==> config.mk <==
export PLATFORM = sky130hd
export DESIGN_NAME = jtp_tap_dev_flat
export DESIGN_NICKNAME = d
export VERILOG_FILES = /design/src/inc/jtp_pkg.sv /design/src/inc/jtp_if.sv /design/src/rtl/jtp_sync.sv /design/src/rtl/jtp_tap_dev.sv /design/src/flat_wrapper.sv
export SDC_FILE = /design/constraint.sdc
export NUM_CORES = 1
export LEC_CHECK = 0
export BUFFER_PORTS_ARGS = -buffer_cell sky130_fd_sc_hd__buf_2
export CAP_MARGIN = 20
export CELL_PAD_IN_SITES_DETAIL_PLACEMENT = 1
export CELL_PAD_IN_SITES_GLOBAL_PLACEMENT = 1
export CORE_AREA = 2 2 121 123
export CTS_CLUSTER_DIAMETER = 30
export DETAILED_ROUTE_END_ITERATION = 8
export DIE_AREA = 0 0 123 125
export HOLD_SLACK_MARGIN = 0.05
export MAX_ROUTING_LAYER = met4
export PLACE_DENSITY_LB_ADDON = 0.08
export SYNTH_ARGS = -nofsm -noshare
export SYNTH_HDL_FRONTEND = slang
export SYNTH_SLANG_ARGS = --single-unit
==> constraint.sdc <==
create_clock -name clk -period 2 [get_ports clk]
set_input_delay 0.3 -clock clk [delete_from_list [all_inputs] [get_ports clk]]
set_output_delay 0.3 -clock clk [all_outputs]
set_load 0.005 [all_outputs]
==> src/inc/jtp_pkg.sv <==
// shared constants and types for the test access port and its tester
package jtp_pkg;
  // ----------------------------------------
  // instruction register
  // ----------------------------------------
  localparam int        IR_W       = 28;
  localparam logic [27:0] OP_BYP0    = 28'h000000;
  localparam logic [27:0] OP_BYP1    = 28'hFFFFFF;
  localparam logic [27:0] OP_SAMPLE  = 28'hFFFFF8;
  localparam logic [27:0] OP_EXTEST  = 28'hFFFFE8;
  localparam logic [27:0] OP_CLAMP   = 28'hFFFFEF;
  localparam logic [27:0] OP_IDCODE  = 28'hFFFFFE;
  localparam logic [27:0] OP_HIGHZ   = 28'hFFFFCF;
  localparam logic [27:0] IR_CAPTURE = 28'h0000001;
  // ----------------------------------------
  // identification (values are arbitrary)
  // ----------------------------------------
  localparam int          ID_W   = 32;
  localparam logic [31:0] ID_V0  = 32'h0A5C0001;
  localparam logic [31:0] ID_V1  = 32'h0A5C1001;
  // ----------------------------------------
  // tester timing and header patterns
  // ----------------------------------------
  localparam int          TCK_HALF_DEF = 8;
  localparam int          TCK_HALF_MIN = 8;
  localparam logic [4:0]  HEAD_RESET   = 5'h1F;
  localparam logic [2:0]  HEAD_RESET_N = 3'h5;
  localparam logic [4:0]  HEAD_IR      = 5'h03;
  localparam logic [2:0]  HEAD_IR_N    = 3'h4;
  localparam logic [4:0]  HEAD_DR      = 5'h01;
  localparam logic [2:0]  HEAD_DR_N    = 3'h3;
  // ----------------------------------------
  // types
  // ----------------------------------------
  typedef enum logic [3:0] {
    TAP_RESET, TAP_IDLE, TAP_SEL_DR, TAP_CAP_DR, TAP_SHF_DR, TAP_EX1_DR, TAP_PAU_DR, TAP_EX2_DR,
    TAP_UPD_DR, TAP_SEL_IR, TAP_CAP_IR, TAP_SHF_IR, TAP_EX1_IR, TAP_PAU_IR, TAP_EX2_IR, TAP_UPD_IR
  } jtp_tap_type;
  typedef enum logic [1:0] {KIND_RESET, KIND_IR, KIND_DR} jtp_kind_type;
endpackage

==> src/inc/jtp_if.sv <==
// four-wire serial test link with test select
interface jtp_if;
  logic tck;
  logic tms;
  logic tdi;
  logic test_sel;
  logic tdo;
  logic tdo_oe;
  wire  tdo_line;
  // undriven output reads high, as a pulled-up line would
  assign tdo_line = tdo_oe ? tdo : 1'b1;
  modport dev  (input tck, input tms, input tdi, input test_sel, output tdo, output tdo_oe);
  modport host (output tck, output tms, output tdi, output test_sel, input tdo_line);
endinterface

==> src/rtl/jtp_sync.sv <==
// two-stage synchroniser for a group of pins
module jtp_sync #(
  parameter int W = 1
) (
  input  logic         clk,
  input  logic         srst,
  input  logic [W-1:0] d,
  output logic [W-1:0] q
);
  logic [W-1:0] meta_r;
  logic [W-1:0] q_r;
  always_ff @(posedge clk) begin
    if (srst) begin
      meta_r <= '0;
      q_r    <= '0;
    end else begin
      meta_r <= d;
      q_r    <= meta_r;
    end
  end
  assign q = q_r;
endmodule

==> src/rtl/jtp_tap_dev.sv <==
// test access port of the device: state machine, instruction and data registers
// Operation
// - standard tap machine, instruction and data registers
// - exactly four serial test signals
// - all transfers follow the test clock only
// - mode select and data in sampled rising
// - data out changes on falling test clock
// - scan active only while test select asserted
// - all-zeros instruction selects bypass register
// - all-ones instruction also selects bypass
// - sample/preload captures pins, shifts without disturbing
// - extest drives outputs from boundary register
// - clamp holds outputs, bypass selected
// - highz floats outputs, bypass selected
// - idcode selects 32-bit identification register
// - identification differs between two versions
module jtp_tap_dev #(
  parameter int NOUT    = 8,
  parameter int NIN     = 8,
  parameter int VERSION = 0
) (
  input  logic            clk,
  input  logic            srst,
  jtp_if.dev              jtag,
  input  logic [NOUT-1:0] core_out,
  input  logic [NOUT-1:0] core_oe,
  input  logic [NIN-1:0]  pad_in,
  output logic [NOUT-1:0] pad_out,
  output logic [NOUT-1:0] pad_oe,
  output logic [NIN-1:0]  core_in,
  output logic            tap_in_reset
);
  localparam int BSR_W = NOUT + NIN;

  // ----------------------------------------
  // elaboration checks
  // ----------------------------------------
  if (NOUT < 1 || NIN < 1) begin : g_chk_w
    $error("jtp_tap_dev: NOUT and NIN must be at least 1");
  end
  if (VERSION != 0 && VERSION != 1) begin : g_chk_v
    $error("jtp_tap_dev: VERSION must be 0 or 1");
  end

  // ----------------------------------------
  // pin sampling
  // ----------------------------------------
  logic [3:0] pins_s;
  logic       tck_s;
  logic       tms_s;
  logic       tdi_s;
  logic       sel_s;
  logic       tck_d_r;
  logic       rise;
  logic       fall;

  // the three test inputs plus select travel together so they stay aligned
  jtp_sync #(.W(4)) u_sync (
    .clk  (clk),
    .srst (srst),
    .d    ({jtag.test_sel, jtag.tdi, jtag.tms, jtag.tck}),
    .q    (pins_s)
  );
  assign tck_s = pins_s[0];
  assign tms_s = pins_s[1];
  assign tdi_s = pins_s[2];
  assign sel_s = pins_s[3];

  always_ff @(posedge clk) begin
    if (srst) begin
      tck_d_r <= 1'b0;
    end else begin
      tck_d_r <= tck_s;
    end
  end
  // every step is keyed to test clock edges, not to the core's clocks
  assign rise = tck_s & ~tck_d_r;
  assign fall = ~tck_s & tck_d_r;

  // ----------------------------------------
  // tap state machine
  // ----------------------------------------
  jtp_pkg::jtp_tap_type tap_r;
  jtp_pkg::jtp_tap_type tap_nxt;
  logic                 tap_kill;

  // standard transition table; five highs reach reset from anywhere
  always_comb begin
    tap_nxt = tap_r;
    case (tap_r)
      jtp_pkg::TAP_RESET:  tap_nxt = tms_s ? jtp_pkg::TAP_RESET  : jtp_pkg::TAP_IDLE;
      jtp_pkg::TAP_IDLE:   tap_nxt = tms_s ? jtp_pkg::TAP_SEL_DR : jtp_pkg::TAP_IDLE;
      jtp_pkg::TAP_SEL_DR: tap_nxt = tms_s ? jtp_pkg::TAP_SEL_IR : jtp_pkg::TAP_CAP_DR;
      jtp_pkg::TAP_CAP_DR: tap_nxt = tms_s ? jtp_pkg::TAP_EX1_DR : jtp_pkg::TAP_SHF_DR;
      jtp_pkg::TAP_SHF_DR: tap_nxt = tms_s ? jtp_pkg::TAP_EX1_DR : jtp_pkg::TAP_SHF_DR;
      jtp_pkg::TAP_EX1_DR: tap_nxt = tms_s ? jtp_pkg::TAP_UPD_DR : jtp_pkg::TAP_PAU_DR;
      jtp_pkg::TAP_PAU_DR: tap_nxt = tms_s ? jtp_pkg::TAP_EX2_DR : jtp_pkg::TAP_PAU_DR;
      jtp_pkg::TAP_EX2_DR: tap_nxt = tms_s ? jtp_pkg::TAP_UPD_DR : jtp_pkg::TAP_SHF_DR;
      jtp_pkg::TAP_UPD_DR: tap_nxt = tms_s ? jtp_pkg::TAP_SEL_DR : jtp_pkg::TAP_IDLE;
      jtp_pkg::TAP_SEL_IR: tap_nxt = tms_s ? jtp_pkg::TAP_RESET  : jtp_pkg::TAP_CAP_IR;
      jtp_pkg::TAP_CAP_IR: tap_nxt = tms_s ? jtp_pkg::TAP_EX1_IR : jtp_pkg::TAP_SHF_IR;
      jtp_pkg::TAP_SHF_IR: tap_nxt = tms_s ? jtp_pkg::TAP_EX1_IR : jtp_pkg::TAP_SHF_IR;
      jtp_pkg::TAP_EX1_IR: tap_nxt = tms_s ? jtp_pkg::TAP_UPD_IR : jtp_pkg::TAP_PAU_IR;
      jtp_pkg::TAP_PAU_IR: tap_nxt = tms_s ? jtp_pkg::TAP_EX2_IR : jtp_pkg::TAP_PAU_IR;
      jtp_pkg::TAP_EX2_IR: tap_nxt = tms_s ? jtp_pkg::TAP_UPD_IR : jtp_pkg::TAP_SHF_IR;
      jtp_pkg::TAP_UPD_IR: tap_nxt = tms_s ? jtp_pkg::TAP_SEL_DR : jtp_pkg::TAP_IDLE;
      default:             tap_nxt = jtp_pkg::TAP_RESET;
    endcase
  end

  // select low parks the port in reset, so nothing scans
  assign tap_kill = srst | ~sel_s;

  always_ff @(posedge clk) begin
    if (tap_kill) begin
      tap_r <= jtp_pkg::TAP_RESET;
    end else if (rise) begin
      tap_r <= tap_nxt;
    end
  end

  // ----------------------------------------
  // instruction register and decode
  // ----------------------------------------
  logic [jtp_pkg::IR_W-1:0] ir_r;
  logic [jtp_pkg::IR_W-1:0] ir_sh_r;
  logic                     op_sample;
  logic                     op_extest;
  logic                     op_clamp;
  logic                     op_highz;
  logic                     op_idcode;
  logic                     op_bsr;
  logic                     op_bypass;

  always_ff @(posedge clk) begin
    if (tap_kill || tap_r == jtp_pkg::TAP_RESET) begin
      ir_r    <= jtp_pkg::OP_IDCODE;
      ir_sh_r <= jtp_pkg::IR_CAPTURE;
    end else if (rise) begin
      if (tap_r == jtp_pkg::TAP_CAP_IR) begin
        ir_sh_r <= jtp_pkg::IR_CAPTURE;
      end else if (tap_r == jtp_pkg::TAP_SHF_IR) begin
        ir_sh_r <= {tdi_s, ir_sh_r[jtp_pkg::IR_W-1:1]};
      end else if (tap_r == jtp_pkg::TAP_UPD_IR) begin
        ir_r <= ir_sh_r;
      end
    end
  end

  assign op_sample = (ir_r == jtp_pkg::OP_SAMPLE);
  assign op_extest = (ir_r == jtp_pkg::OP_EXTEST);
  assign op_clamp  = (ir_r == jtp_pkg::OP_CLAMP);
  assign op_highz  = (ir_r == jtp_pkg::OP_HIGHZ);
  assign op_idcode = (ir_r == jtp_pkg::OP_IDCODE);
  assign op_bsr    = op_sample | op_extest;
  // both bypass codes, clamp, highz and any unknown code land on bypass
  assign op_bypass = ~op_bsr & ~op_idcode;

  // ----------------------------------------
  // data registers
  // ----------------------------------------
  localparam logic [31:0] ID_VAL = (VERSION == 0) ? jtp_pkg::ID_V0 : jtp_pkg::ID_V1;

  logic                      byp_r;
  logic [jtp_pkg::ID_W-1:0]  id_sh_r;
  logic [BSR_W-1:0]          bsr_sh_r;
  logic [BSR_W-1:0]          bsr_upd_r;

  // inputs sit in the high cells, outputs in the low cells
  always_ff @(posedge clk) begin
    if (srst) begin
      byp_r     <= 1'b0;
      id_sh_r   <= '0;
      bsr_sh_r  <= '0;
      bsr_upd_r <= '0;
    end else if (rise) begin
      if (tap_r == jtp_pkg::TAP_CAP_DR) begin
        byp_r    <= 1'b0;
        id_sh_r  <= ID_VAL;
        bsr_sh_r <= op_bsr ? {pad_in, pad_out} : bsr_sh_r;
      end else if (tap_r == jtp_pkg::TAP_SHF_DR) begin
        byp_r    <= op_bypass ? tdi_s : byp_r;
        id_sh_r  <= op_idcode ? {tdi_s, id_sh_r[jtp_pkg::ID_W-1:1]} : id_sh_r;
        bsr_sh_r <= op_bsr ? {tdi_s, bsr_sh_r[BSR_W-1:1]} : bsr_sh_r;
      end else if (tap_r == jtp_pkg::TAP_UPD_DR && op_bsr) begin
        bsr_upd_r <= bsr_sh_r; // preload under sample, live under extest
      end
    end
  end

  // ----------------------------------------
  // serial output, changed on the falling edge
  // ----------------------------------------
  logic tdo_r;
  logic tdo_oe_r;
  logic dr_bit;

  assign dr_bit = op_idcode ? id_sh_r[0] : (op_bsr ? bsr_sh_r[0] : byp_r);

  always_ff @(posedge clk) begin
    if (tap_kill) begin
      tdo_r    <= 1'b0;
      tdo_oe_r <= 1'b0;
    end else if (fall) begin
      tdo_r    <= (tap_r == jtp_pkg::TAP_SHF_IR) ? ir_sh_r[0] : dr_bit;
      tdo_oe_r <= (tap_r == jtp_pkg::TAP_SHF_IR) || (tap_r == jtp_pkg::TAP_SHF_DR);
    end
  end
  assign jtag.tdo    = tdo_r;
  assign jtag.tdo_oe = tdo_oe_r;

  // ----------------------------------------
  // pad control
  // ----------------------------------------
  logic              bsr_drive;
  logic [NOUT-1:0]   pad_out_nxt;
  logic [NOUT-1:0]   pad_oe_nxt;
  logic [NOUT-1:0]   pad_out_r;
  logic [NOUT-1:0]   pad_oe_r;
  logic [NIN-1:0]    core_in_r;

  // clamp shares extest's drive but leaves bypass on the chain
  assign bsr_drive   = op_extest | op_clamp;
  assign pad_out_nxt = bsr_drive ? bsr_upd_r[NOUT-1:0] : core_out;
  // highz floats every output; extest/clamp enable all output cells
  assign pad_oe_nxt  = op_highz ? '0 : (bsr_drive ? '1 : core_oe);

  always_ff @(posedge clk) begin
    if (srst) begin
      pad_out_r <= '0;
      pad_oe_r  <= '0;
      core_in_r <= '0;
    end else begin
      pad_out_r <= pad_out_nxt;
      pad_oe_r  <= pad_oe_nxt;
      core_in_r <= pad_in; // sample keeps the core path untouched
    end
  end

  assign pad_out      = pad_out_r;
  assign pad_oe       = pad_oe_r;
  assign core_in      = core_in_r;
  assign tap_in_reset = (tap_r == jtp_pkg::TAP_RESET);
endmodule

==> src/flat_wrapper.sv <==
// flat-port wrapper written by rule: the top's interface ports become plain ports
module jtp_tap_dev_flat 
#(
  parameter int NOUT    = 8,
  parameter int NIN     = 8,
  parameter int VERSION = 0
)
  (clk, srst, core_out, core_oe, pad_in, pad_out, pad_oe, core_in, tap_in_reset, jtag_tck, jtag_tms, jtag_tdi, jtag_test_sel, jtag_tdo, jtag_tdo_oe);
  jtp_if jtag_i ();
  input  logic clk;
  input  logic srst;
  input  logic [NOUT-1:0] core_out;
  input  logic [NOUT-1:0] core_oe;
  input  logic [NIN-1:0] pad_in;
  output logic [NOUT-1:0] pad_out;
  output logic [NOUT-1:0] pad_oe;
  output logic [NIN-1:0] core_in;
  output logic tap_in_reset;
  input wire logic [$bits(jtag_i.tck)-1:0] jtag_tck;
  input wire logic [$bits(jtag_i.tms)-1:0] jtag_tms;
  input wire logic [$bits(jtag_i.tdi)-1:0] jtag_tdi;
  input wire logic [$bits(jtag_i.test_sel)-1:0] jtag_test_sel;
  output wire logic [$bits(jtag_i.tdo)-1:0] jtag_tdo;
  output wire logic [$bits(jtag_i.tdo_oe)-1:0] jtag_tdo_oe;
  assign jtag_i.tck = jtag_tck;
  assign jtag_i.tms = jtag_tms;
  assign jtag_i.tdi = jtag_tdi;
  assign jtag_i.test_sel = jtag_test_sel;
  assign jtag_tdo = jtag_i.tdo;
  assign jtag_tdo_oe = jtag_i.tdo_oe;
  jtp_tap_dev #(.NOUT(NOUT), .NIN(NIN), .VERSION(VERSION)) u_core (.clk(clk), .srst(srst), .jtag(jtag_i), .core_out(core_out), .core_oe(core_oe), .pad_in(pad_in), .pad_out(pad_out), .pad_oe(pad_oe), .core_in(core_in), .tap_in_reset(tap_in_reset));
endmodule
; ---- After elaboration in Yosys (flattened, before gate mapping)
; Cells that the tools add are included.
[totals]
reg_bits = 152
input_bits = 30
output_inout_bits = 27
elab_cells = 98
[op_classes]
eq_ne = 20
n_mux = 30
bitwise = 15
n_reduce_logical = 18
[op_table]
columns = operator, count
row1 = $eq 28x24->1 const B, 5
row2 = $mux 32, 3
row3 = $mux 16, 4
row4 = $mux 28, 2
row5 = $pmux 4 s12, 1
row6 = $eq 4x4->1 const B, 8
row7 = $eq 4x3->1 const B, 4
row8 = $mux 4, 4
row9 = $mux 8, 2
row10 = $mux 1, 9
row11 = $not 1->1, 9
row12 = $reduce_and 3->1, 3
row13 = $eq 4x2->1 const B, 2
row14 = $reduce_and 4->1, 2
row15 = $reduce_bool 2->1, 4
row16 = $mux 2, 3
row17 = $mux 3, 2
row18 = $reduce_or 2->1, 3
row19 = $eq 4x1->1 const B, 1
row20 = $logic_not 4->1, 1
row21 = $and 1x1->1, 3
row22 = $or 1x1->1, 3
row23 = $reduce_or 3->1, 1
row24 = $logic_or 1x1->1, 2
row25 = 2 further kinds, 2

; ---- Depth between registers and ports, before layout
; Gate-level depths: netlist of run 1.
[logic_depth]
word_depth = 7
ltp_mapped = 7
mapped_depth_nobuf = 5

; ---- Cells and area by module
; A second synthesis of run 1 with hierarchy kept.
[unflattened]
hier_cells = 616
area_unflattened_um2 = 5736.8
[by_module_without_submodules]
columns = module, n_inst, cells_each, area_each_um2, seq_area_each_um2
row1 = jtp_tap_dev, 1, 600, 5526.6, 2882.8
row2 = jtp_sync, 1, 16, 210.2, 160.2

; ---- Worst setup path after synthesis of run 1
; Ideal clock, no wire load.
[synth_timing]
kind = reg-to-reg
start = register u_core.ir_r[25] (netlist bit)
end = register u_core.bsr_sh_r[10]
setup_time_ps = 128
arrival_time_ps = 2038
required_time_ps = 1872
slack_ps = -165
stages_incl_launch_ff = 7
path_buffers = 1
period_less_slack_ps = 2165
path_cell_list = dfxtp_1 nand4bb_1 or4_4 nor4_4 buf_6 mux2i_1 nor2_1
[synth_via]
elab_chain_len = 3
elab_cells_between_ends = 4
cone_classes = 2 x eq/ne / 1 x bitwise / 1 x reduce/logical
[synth_rtl]
columns = element, line_no
row1 = "start, declared", jtp_tap_dev.sv:125  ; logic [jtp_pkg::IR_W-1:0] ir_r;
row2 = "start signal, assigned", jtp_tap_dev.sv:137  ; ir_r <= jtp_pkg::OP_IDCODE;
row3 = "start signal, assigned", jtp_tap_dev.sv:145  ; ir_r <= ir_sh_r;
row4 = "$eq 28x24->1, on equally long branches", "jtp_tap_dev.sv:150, jtp_tap_dev.sv:151"
row5 = $or 1x1->1 (*), jtp_tap_dev.sv:155  ; assign op_bsr = op_sample | op_extest;
row6 = $reduce_and 3->1 (no source line) (*), n/a
row7 = "end signal, assigned", jtp_tap_dev.sv:180  ; bsr_sh_r <= op_bsr ? {pad_in, pad_out} : bsr_sh_r;
row8 = "end signal, assigned", jtp_tap_dev.sv:184  ; bsr_sh_r <= op_bsr ? {tdi_s, bsr_sh_r[BSR_W-1:1]} : bsr_sh_r;
row9 = "end, declared", jtp_tap_dev.sv:166  ; logic [BSR_W-1:0] bsr_sh_r;
; Mark *: on every way between the ends. The rest lies on a longest branch, timed or not.
; A chain may end at the register's enable or synchronous reset.

; ---- Final worst setup path of run 1
[layout_timing]
start = register u_core.ir_r[26] (netlist bit)
end = register u_core.bsr_upd_r[3]
[layout_via]
elab_chain_len = 4
elab_cells_between_ends = 5
cone_classes = 2 x eq/ne / 1 x bitwise / 2 x reduce/logical
[layout_rtl]
columns = element, line_no
row1 = "$eq 28x24->1, on equally long branches", "jtp_tap_dev.sv:150, jtp_tap_dev.sv:151"
row2 = $or 1x1->1 (*), jtp_tap_dev.sv:155
row3 = $logic_and 1x1->1 (*), jtp_tap_dev.sv:185  ; end else if (tap_r == jtp_pkg::TAP_UPD_DR && op_bsr) begin
row4 = $reduce_and 4->1 (no source line) (*), n/a
row5 = "end signal, assigned", jtp_tap_dev.sv:186  ; bsr_upd_r <= bsr_sh_r;
row6 = "end, declared", jtp_tap_dev.sv:167  ; logic [BSR_W-1:0] bsr_upd_r;
; Marks and branches as above.

==> results of run 1 <==
==> where the power goes <==
| part | internal, mW | total, mW | switching [mW] |
|---|---|---|---|
| clock | 2.00 | 3.31 | 1.31 |
| sequential | 3.06 | 3.07 | 0.0136 |
| combinational | 0.0729 | 0.148 | 0.0756 |
==> path summary, 6_finish.rpt <==
check / slack [ps] / to
max: -100 / u_core.bsr_upd_r[3]
min: 80 / u_core.pad_oe[4]
max reg2reg: -100 / u_core.bsr_upd_r[3]
min reg2reg: 440 / u_core.u_sync.q[3]
==> kinds of logic after synthesis <==
group / Yosys count / synth area share [%]
simple gates: 240 / 20.67
flops: 152 / 53.53
compound gates: 103 / 13.56
mux: 49 / 8.981
buf+inv: 41 / 2.949
xor+xnor: 2 / 0.3082
==> cells in the final DEF (no fill, tap or decap), types with 3 or more instances in the layout <==
cell type   count
a211oi_1        3
nand3_1        37
buf_12          5
buf_2          56
nand4_1         9
buf_4          43
nor2b_1        20
nor2_1         64
a22o_1         27
mux2i_1        31
a22oi_1        19
dfxtp_1       148
clkbuf_16      18
nand4b_1        4
o21ai_0         6
clkinvlp_4      3
bufinv_16       3
mux2_2         16
o221a_2         7
inv_6           4
nand2b_1        4
or2_2           3
o21a_1          8
inv_1           4
a21oi_1        21
nand2_1        72
dfxtp_2         4
==> registers in the layout, indices dropped and copies added, names as in the netlist <==
| signal | cells |
|---|---|
| u_core.id_sh_r | 32 |
| u_core.ir_r | 28 |
| u_core.ir_sh_r | 28 |
| u_core.bsr_sh_r | 16 |
| u_core.bsr_upd_r | 8 |
| u_core.core_in | 8 |
| u_core.pad_oe | 8 |
| u_core.pad_out | 8 |
| u_core.tap_r | 4 |
| u_core.u_sync.meta_r | 4 |
| u_core.u_sync.q | 4 |
| u_core.byp_r | 1 |
| u_core.jtag.tdo | 1 |
| u_core.jtag.tdo_oe | 1 |
| u_core.tck_d_r | 1 |
==> timing repair <==
action                     in CTS  in global routing
cloned                          1                  0
setup buffers                   1                  3
resized for setup               5                 10
setup endpoints to repair      57                 74
pin swaps                       2                 11
==> stage by stage <==
| stage | cells | util (%) | total power, mW | setup TNS (ps) | worst slack (ps) |
|---|---|---|---|---|---|
| global route | 872 | 50.59 | 6.779 | -6637 | -184.6 |
| detailed placement | 837 | 45.51 | 3.293 | -3473 | -181.7 |
| floorplan | 587 | - | 3.209 | -1174 | -117.4 |
| finish | 872 | 50.59 | 6.538 | -1501 | -103.1 |
| CTS | 870 | 50.20 | 6.614 | -4098 | -160.2 |
| global placement | 837 | 45.51 | 3.286 | -2665 | -82.16 |
==> metal layers <==
metal | vias up | share of wire (%) | track usage, %
li1 | 2264 | - | -
met1 | 2233 | 49 | 25.63
met2 | 52 | 46 | 29.96
met3 | 21 | 3.0 | 4.653
met4 | 0 | 1.5 | 6.551
met5 | - | 0 | -
==> worst reg2reg max path, stage by stage, from the launching register on <==
cell	delay, ps
dfxtp_1	300
nand4b_1	190
or4_4	580
or4_4	510
buf_6	170
mux2i_2	170
nor2_1	60
==> cell type report <==
cell class,count,area share [%]
sequential,152,42.42
inverter,4,0.2090
multi-input combinational,394,35.24
clock buffer,18,6.112
timing repair buffer,107,10.45
tap,184,3.204
clock inverter,13,2.368
==> metrics.yaml, run 1 <==
status:
  status: "finished, violations left"
  violations: "setup timing"
placed_design:
  io_buffers: 56
  place_area_um2: 6464
  place_congestion: 0.7933
  dp_hpwl_um: 9150
power_and_ir_drop:
  power.leakage_nw: 2.946
  vdd_drop_max_mv: 0.6505
  power.density_nw_per_um2: 909.9
yosys:
  synth_common_cells: "152 x dfxtp_1, 72 x nand2_1, 65 x nor2_1"
  yosysWarningCount: 0
  syn_inst: 587
  synthTopCellsByArea: "dfxtp_1 54%, mux2i_1 5.8%, nand2_1 4.8%"
  syn_area_per_cell_um2: 9.683
  yosysSeqAreaShare_pct: 53.53
  syn_area_um2: 5684
  synth_ff_type: "dfxtp_1"
  ys_ff_latch: 152
  ys_async_sr_fraction_pct: 0
  synth_top_area_cell: "dfxtp_1"
  yosysTopAreaCellShare_pct: 53.53
  netlist-cell-type-count: 51
  synth-edff-count: 0
  synth_most_common_cell: "dfxtp_1"
  syn-num-nets: 617
clocking:
  clockBufferDepth: 2
  clk_latency_ps: 430
  clock_sinks: 152
  path_clk_slew_ps: 60
  cts_tree: "built"
  clockRootBuffer: "clkbuf_16"
  cts_inserted_buffers: 17
  hold_buffers: 0
  htreeDepth: 4
worst_setup_path:
  ff2ff_path_depth: 6
  crit_chain: "nand4b_1, or4_4, or4_4, buf_6, mux2i_2, nor2_1"
  start_kind: "flip-flop"
  required_ps: 2310
  critPathKind: "flip-flop to flip-flop"
  crit_buf_inv: 1
  cp.arrival_ps: 2410
  crit_slowest_cell: "or4_4"
  crit_path_start: "u_core.ir_r[26]"
  crit_family: "simple AND/OR/NAND/NOR gates"
  reg2reg_from: "u_core.ir_r[26]"
  path_common_cell: "or4_4"
  slowest_delay_ps: 580
  endpoint_kind: "flip-flop"
  cp_max_fo: 8
  cp_num_cells: 6
sta:
  hold_viol: 0
  slew_violations: 0
  slew_headroom_pct: 63.69
  setup_slack_ps: -103.1
  rsz0062_at_grt: "yes"
  timing.fmax_mhz: 475.5
  fin_crit_sh_pct: 105.2
  setup_violations: 24
  clock-skew-final_ps: 8.100
  fin_crit_ps: 2103
  hold_slack_ps: 75.55
  worst_slew_pin_slew_ps: 544.7
floorplanning:
  core_area_um2: 14200
  num_rows: 44
  initial_core_util_pct: 40.02
  die_x_um: 123
  io_pins: 57
  die-area_um2: 15380
  fp.dieH_um: 125
global_routing:
  grt_max_degree: 33
  grt_overflow: 0
  grt_pass1_wl_um: 23120
  antenna_found_initial: 0
  grt_pass1_vias: 4678
  grt_usage_pct: 19.66
drt:
  vias: 4570
  wirelength_um: 13810
  wire_per_inst_um: 15.84
  drtIter0Drc: 172
  dr.pass1.iters: 4
  viasPerCell: 5.241
  route.detailed.drc: 0
  ant_nets: 0
final_layout:
  fill_cells: 1639
  multi_input_area_um2: 2532
  syn_to_final_growth_pct: 26.41
  final_nets: 706
  design_area_um2: 7186
  ff_latch_area_um2: 3048
  drive_gt1_share_pct: 26.74
  antennaDiodeCount: 0
flow_run:
  max_cap_viol_count: 0
min_path:
  hp-start: "core_oe[4]"
  whs_path_depth: 2
  worstHoldPathType: "primary input to flip-flop"
No activity file was read; power rests on OpenSTA's default activity.
==> run 2: changes to the inputs <==
Settings changed: BUFFER_PORTS_ARGS -buffer_cell sky130_fd_sc_hd__buf_2 to -buffer_cell sky130_fd_sc_hd__buf_4.
==> run 2 against run 1 <==
The flow still finishes with violations (setup timing). Total power shrank 0.23%. Critical path depth grew 1. Clock skew shrank 1.5 ps. Sequential cell count is the same. Final cell count grew 0.80%. Clock power shrank 1%. Worst setup slack gained 45 ps. Die area is the same.
==> metrics.yaml, run 2 (synthesis results as in run 1) <==
status:
  status: "finished, violations left"
  violations: "setup timing"
sta:
  setup_slack_ps: -58.11  # +44.97 ps
  rsz0062_at_grt: "yes"
  timing.fmax_mhz: 485.9  # +2.2%
  clock-skew-final_ps: 6.583  # -1.517 ps
  hold_slack_ps: 89.01  # +13.46 ps
  setup_violations: 49  # +100%
  hold_viol: 0  # unchanged
  slew_headroom_pct: 63.33  # -0.36 points
  fin_crit_sh_pct: 102.9  # -2.2 points
  fin_crit_ps: 2058  # -44.97 ps
  slew_violations: 0  # unchanged
  worst_slew_pin_slew_ps: 550.1  # +5.397 ps
global_routing:
  grt_overflow: 0  # unchanged
  grt_use_met1_pct: 25.58  # -0.051 points
  met2_usage_pct: 30.00  # +0.032 points
  grt_max_degree: 33  # unchanged
  antenna_found_initial: 0  # unchanged
  grt_usage_pct: 19.63  # -0.033 points
  grt_pass1_vias: 4659  # -0.41%
  top_usage_layer: "met2"
  grt_use_met3_pct: 4.243  # -0.41 points
  grt_pass1_wl_um: 23270  # +0.65%
drt:
  route.detailed.drc: 0  # unchanged
  viasPerCell: 5.250  # +0.18%
  dr.pass1.iters: 4  # unchanged
  wire_per_inst_um: 16.01  # +1.1%
  ant_nets: 0  # unchanged
  vias: 4615  # +0.98%
  drtIter0Drc: 233  # +35%
  wirelength_um: 14080  # +1.9%
floorplanning:
  io_pins: 57  # unchanged
  die-area_um2: 15380  # unchanged
  fp.dieH_um: 125  # unchanged
  num_rows: 44  # unchanged
  core_area_um2: 14200  # unchanged
  die_x_um: 123  # unchanged
  initial_core_util_pct: 40.02  # unchanged
clocking:
  clock_sinks: 152  # unchanged
  clockRootBuffer: "clkbuf_16"
  clockBufferDepth: 2  # unchanged
  clk_latency_ps: 420  # about the same
  path_clk_slew_ps: 60  # about the same
  cts_inserted_buffers: 17  # unchanged
  htreeDepth: 4  # unchanged
  hold_buffers: 0  # unchanged
  cts_tree: "built"
power_and_ir_drop:
  power.density_nw_per_um2: 889.2  # -2.3%
  vdd_drop_max_mv: 0.5443  # -16%
  power.leakage_nw: 2.997  # +1.7%
final_layout:
  top_regs: "u_core.id_sh_r (32), u_core.ir_r (28), u_core.ir_sh_r (28)"
  finalNonFillerCells: 879  # +0.80%
  syn_to_final_growth_pct: 29.06
  layout_commonest_cell: "dfxtp_1"
  drive_gt1_share_pct: 27.19  # +0.45 points
  final_nets: 712  # +0.85%
  largest_reg_flops: 32  # unchanged
  final_cell_mix: "143 x dfxtp_1, 107 x buf_4, 72 x nand2_1"
  antennaDiodeCount: 0  # unchanged
  fill_cells: 1591  # -2.9%
  regMostFlops: "u_core.id_sh_r"
flow_run:
  max_cap_viol_count: 0  # unchanged
min_path:
  worstHoldPathType: "primary input to flip-flop"
  hold_end: "u_core.pad_oe[4]"
  hp-start: "core_oe[4]"
  whs_path_depth: 2  # unchanged
worst_setup_path:
  reg2reg_from: "u_core.ir_r[16]"
  cp_max_fo: 8  # unchanged
  start_kind: "flip-flop"
  cp.arrival_ps: 2360  # -50 ps
  critPathKind: "flip-flop to flip-flop"
  r2r_end: "u_core.bsr_sh_r[6]"
  reg2reg_slack_ps: -60  # +40 ps
  required_ps: 2300  # about the same
  ff2ff_path_depth: 7  # +1
  endpoint_kind: "flip-flop"
placed_design:
  dp.cells: 839  # +0.24%
  dp_hpwl_um: 9339  # +2.1%
  io_buffers: 56  # unchanged
  place_congestion: 0.7891  # -0.53%
[run 2: cell types whose count changed in the layout (fill, tap and decap cells not counted), sizes merged]
cell	change
buf	+6
inv	-2
clkinv	+2
clkbuf	+1
[run 2: worst max path at each step]
stage / start / end / slack [ps]
floorplan: u_core.ir_r[15] / u_core.bsr_sh_r[10] / -120
global placement: u_core.ir_r[13] / u_core.bsr_upd_r[2] / -80
detailed placement: u_core.ir_r[13] / u_core.bsr_upd_r[7] / -120
CTS: u_core.ir_r[15] / u_core.bsr_sh_r[0] / -60
global route: u_core.ir_r[21] / u_core.bsr_sh_r[0] / -160
finish: u_core.ir_r[16] / u_core.bsr_sh_r[6] / -60
[run 2: repair_timing]
item | in CTS | in global routing
buffers inserted | 5 | 3
resized for setup | 8 | 6
gates cloned | 0 | 1
pin swaps | 1 | 6
setup endpoints to repair | 32 | 59
[run 2: critical path, cell delays in order (launching register included)]
cell     delay (ps)
dfxtp_2         330
nand4_1         130
or4_4           600
nor4_4          270
buf_4           180
buf_12          150
mux2i_2         220
nor2_1           60
[run 2: layer usage]
layer | wire, um | share of wire [%]
met5 | 0 | 0
met4 | 146 | 1.0
met3 | 335 | 2.4
met2 | 6761 | 48
met1 | 6833 | 49
[run 2: layout make-up]
class	instances	area, um2	share of cell area (%)
clock inverters	13	172.7	2.354
repair buffers	113	928.4	12.66
inverters	4	15.01	0.2047
clock buffers	19	432.9	5.901
multi-input cells	394	2502	34.11
flip-flops and latches	152	3054	41.63
well taps	184	230.2	3.138
[run 2: where the power goes]
group | total [mW] | internal, mW | switching, mW
Combinational | 0.175 | 0.100 | 0.0748
Clock | 3.27 | 1.98 | 1.29
Sequential | 3.08 | 3.06 | 0.0155
[run 2: stage by stage]
stage | power (mW) | setup TNS [ps] | utilization (%) | cell area, um2 | setup slack, ps
finish | 6.523 | -1525 | 51.65 | 7336 | -58.11
CTS | 6.612 | -848.1 | 51.28 | 7283 | -62.52
global route | 6.754 | -6492 | 51.65 | 7336 | -159.2
detailed placement | 3.323 | -1732 | 46.60 | 6619 | -125.0
floorplan | 3.209 | -1174 | - | 5690 | -117.4
global placement | 3.317 | -935.4 | 46.60 | 6619 | -79.27
==> run 3: changes to the inputs <==
Settings changed: ABC_AREA set to 1, CORE_AREA 2 2 121 123 to 2 2 129 131, DIE_AREA 0 0 123 125 to 0 0 131 133, SLEW_MARGIN set to 20.
==> run 3 against run 2 <==
First-iteration DRC count down 6.0%. Die area up 13%. Wire length up 9.4%. Hold slack worse by 6.0 ps. Core utilization down 6.2 points. Largest cell class unchanged. Via count up 19%. The run now ends clean. Combinational power up 9%. Clock power up 4%. Total power up 2.4%. Register-to-register slack better by 230 ps. Critical path type is now flip-flop to primary output. Sequential power about the same.
==> metrics.yaml, run 3 <==
global_routing:
  grt_max_degree: 50  # +52%
  grt_pass1_vias: 5706  # +22%
  grt_overflow: 0  # unchanged
  grt_pass1_wl_um: 26700  # +15%
  grt_usage_pct: 19.65  # +0.028 points
  antenna_found_initial: 0  # unchanged
yosys:
  yosysTopAreaCellShare_pct: 49.45  # -4.1 points
  synth_xor_xnor_area_share_pct: 0  # -0.31 points
  synth_adder_area_share_pct: 0  # unchanged
  syn_area_per_cell_um2: 7.361  # -24%
  ys_ff_latch: 152  # unchanged
  yosys.area_share.simple_pct: 25.34  # +4.7 points
  yosysSeqAreaShare_pct: 49.45  # -4.1 points
  synthTopCellsByArea: "dfxtp_1 49%, nand2_1 11%, nor2_1 8.2%"
  ys_async_sr_fraction_pct: 0  # unchanged
  syn_inst: 836  # +42%
  synth.area.mux_share_pct: 0  # -9.0 points
  synth_top_family_by_area: "simple AND/OR/NAND/NOR gates"
  synth_top_area_cell: "dfxtp_1"
  synth_ff_type: "dfxtp_1"
  yosysWarningCount: 0  # unchanged
  syn_area_um2: 6153  # +8.3%
  synth_common_cells: "174 x nand2_1, 152 x dfxtp_1, 135 x nor2_1"
  synth_compound_area_share_pct: 15.35  # +1.8 points
  netlist-cell-type-count: 35  # -31%
  syn-num-nets: 866  # +40%
  synth_most_common_cell: "nand2_1"
  synth-edff-count: 0  # unchanged
clocking:
  path_clk_slew_ps: 60  # about the same
  clockRootBuffer: "clkbuf_16"
  clk_latency_ps: 420  # about the same
  clockBufferDepth: 2  # unchanged
  htreeDepth: 4  # unchanged
  hold_buffers: 0  # unchanged
  clock_sinks: 152  # unchanged
  cts_inserted_buffers: 17  # unchanged
  cts_tree: "built"
sta:
  worst_slew_pin_slew_ps: 514.0  # -36.15 ps
  slew_violations: 0  # unchanged
  rsz0062_at_grt: "no"
  setup_violations: 0  # -100%
  fin_crit_sh_pct: 91.97  # -11 points
  setup_slack_ps: 160.7  # +218.8 ps
  hold_viol: 0  # unchanged
  slew_headroom_pct: 65.47  # +2.1 points
  finalSetupTns_ps: 0  # +1525 ps
  timing.fmax_mhz: 543.7  # +12%
  hold_slack_ps: 82.97  # -6.039 ps
  clock-skew-final_ps: 8.880  # +2.297 ps
  fin_crit_ps: 1839  # -218.8 ps
min_path:
  worstHoldPathType: "primary input to flip-flop"
final_layout:
  fin_util_pct: 45.46  # -6.2 points
  final_cell_mix: "174 x nand2_1, 152 x dfxtp_1, 135 x nor2_1"
  layout_commonest_cell: "nand2_1"
  regMostFlops: "u_core.id_sh_r"
  final_nets: 915  # +29%
  drive_gt1_share_pct: 14.16  # -13 points
  largest_reg_flops: 32  # unchanged
  top_regs: "u_core.id_sh_r (32), u_core.ir_r (28), u_core.ir_sh_r (28)"
  syn_to_final_growth_pct: 19.48
  finalNonFillerCells: 1117  # +27%
  antennaDiodeCount: 0  # unchanged
  fill_cells: 2027  # +27%
drt:
  viasPerCell: 4.920  # -6.3%
  drtIter0Drc: 219  # -6.0%
  vias: 5496  # +19%
  wirelength_um: 15410  # +9.4%
  ant_nets: 0  # unchanged
  dr.pass1.iters: 4  # unchanged
  route.detailed.drc: 0  # unchanged
  wire_per_inst_um: 13.79  # -14%
floorplanning:
  io_pins: 57  # unchanged
  num_rows: 47  # +6.8%
  core_area_um2: 16170  # +14%
  initial_core_util_pct: 38.05  # -2.0 points
  fp.dieH_um: 133  # +6.4%
  die-area_um2: 17420  # +13%
  die_x_um: 131  # +6.5%
power_and_ir_drop:
  power.leakage_nw: 3.282  # +9.5%
  vdd_drop_max_mv: 0.5955  # +9.4%
  power.density_nw_per_um2: 908.8  # +2.2%
status:
  status: "finished, final reports clean"
worst_setup_path:
  critPathKind: "flip-flop to primary output"
  start_kind: "flip-flop"
  cp_max_fo: 7  # -1
  crit_chain: "nor2_1, inv_1, nor2_2, buf_4"
  crit_slowest_cell: "dfxtp_1"
  required_ps: 1700  # -600 ps
  endpoint_kind: "primary output"
  cp.arrival_ps: 1540  # -820 ps
  slowest_delay_ps: 370  # -230 ps
flow_run:
  max_cap_viol_count: 0  # unchanged
placed_design:
  dp_hpwl_um: 10460  # +12%
  place_congestion: 0.8217  # +4.1%
  dpl_worst_slack_ps: 96.40  # +221.4 ps
  io_buffers: 56  # unchanged
  dp.cells: 1086  # +29%
run 3: changes by cell type in the layout (fill, tap and decap cells not counted), sizes merged, moves of 15 or more:
cell | previous run | this run
a21oi | 21 | 83
a22o | 27 | 0
a22oi | 19 | 0
buf | 112 | 70
inv | 6 | 97
mux2 | 16 | 0
mux2i | 33 | 0
nand2 | 72 | 177
nor2 | 65 | 142
nor2b | 20 | 0
nor3 | 3 | 18
o21ai | 6 | 68
run 3: final timing paths:
| path | from | to | slack [ps] | depth (start not counted) |
|---|---|---|---|---|
| worst max-delay path | u_core.tap_r[1] | tap_in_reset | 160 | 4 |
| worst min-delay path | core_oe[2] | u_core.pad_oe[2] | 80 | 3 |
| worst max register to register | u_core.ir_r[12] | u_core.bsr_sh_r[9] | 170 | 10 |
| worst min register to register | u_core.u_sync.meta_r[1] | u_core.u_sync.q[1] | 400 | 2 |
run 3: logic make-up (layout without fill, tap and decap cells):
group                  Yosys count  after routing
AND/OR/NAND/NOR                374            374
buffers and inverters          138            199
AO/OA/AOI/OAI                  172            172
flip-flops                     152            152
run 3: cell type report:
cell class,instances,area [um2],share of cell area (%)
sequential,152,3043,41.39
multi-input combinational,546,2511,34.16
inverter,98,370.4,5.037
clock buffer,19,452.9,6.161
tap,220,275.3,3.744
timing repair buffer,70,525.5,7.148
clock inverter,12,173.9,2.366
run 3: metrics by stage:
step                      power [mW]  instance area, um2
after global routing           6.933                7352
after detailed placement       3.339                6718
after floorplan                3.227                6153
final                          6.682                7352
after CTS                      6.764                7345
after global placement         3.332                6718
run 3: repair_timing:
action,in CTS,in global routing
endpoints found under the setup margin,0,8
setup buffers,0,0
gates resized for setup,0,1
run 3: worst max-delay path, delay by kind of cell (launching register included):
| kind | cells | cell delay [ps] |
|---|---|---|
| simple gates | 2 | 480 |
| flops | 1 | 370 |
| buf+inv | 2 | 270 |
run 3: report_power, final:
group	leakage, nW	switching, mW	internal [mW]
clock	0.309	1.27	2.15
combinational	1.74	0.0944	0.0970
sequential	1.23	0.0147	3.06
total	3.28	1.38	5.30
run 3: routing by layer:
metal,vias to the layer above,GRT usage [%],share of wire (%)
met2,86,33.62,50
li1,2750,-,-
met4,0,6.028,1.5
met1,2644,22.97,45
met3,16,4.044,3.1
met5,-,-,0
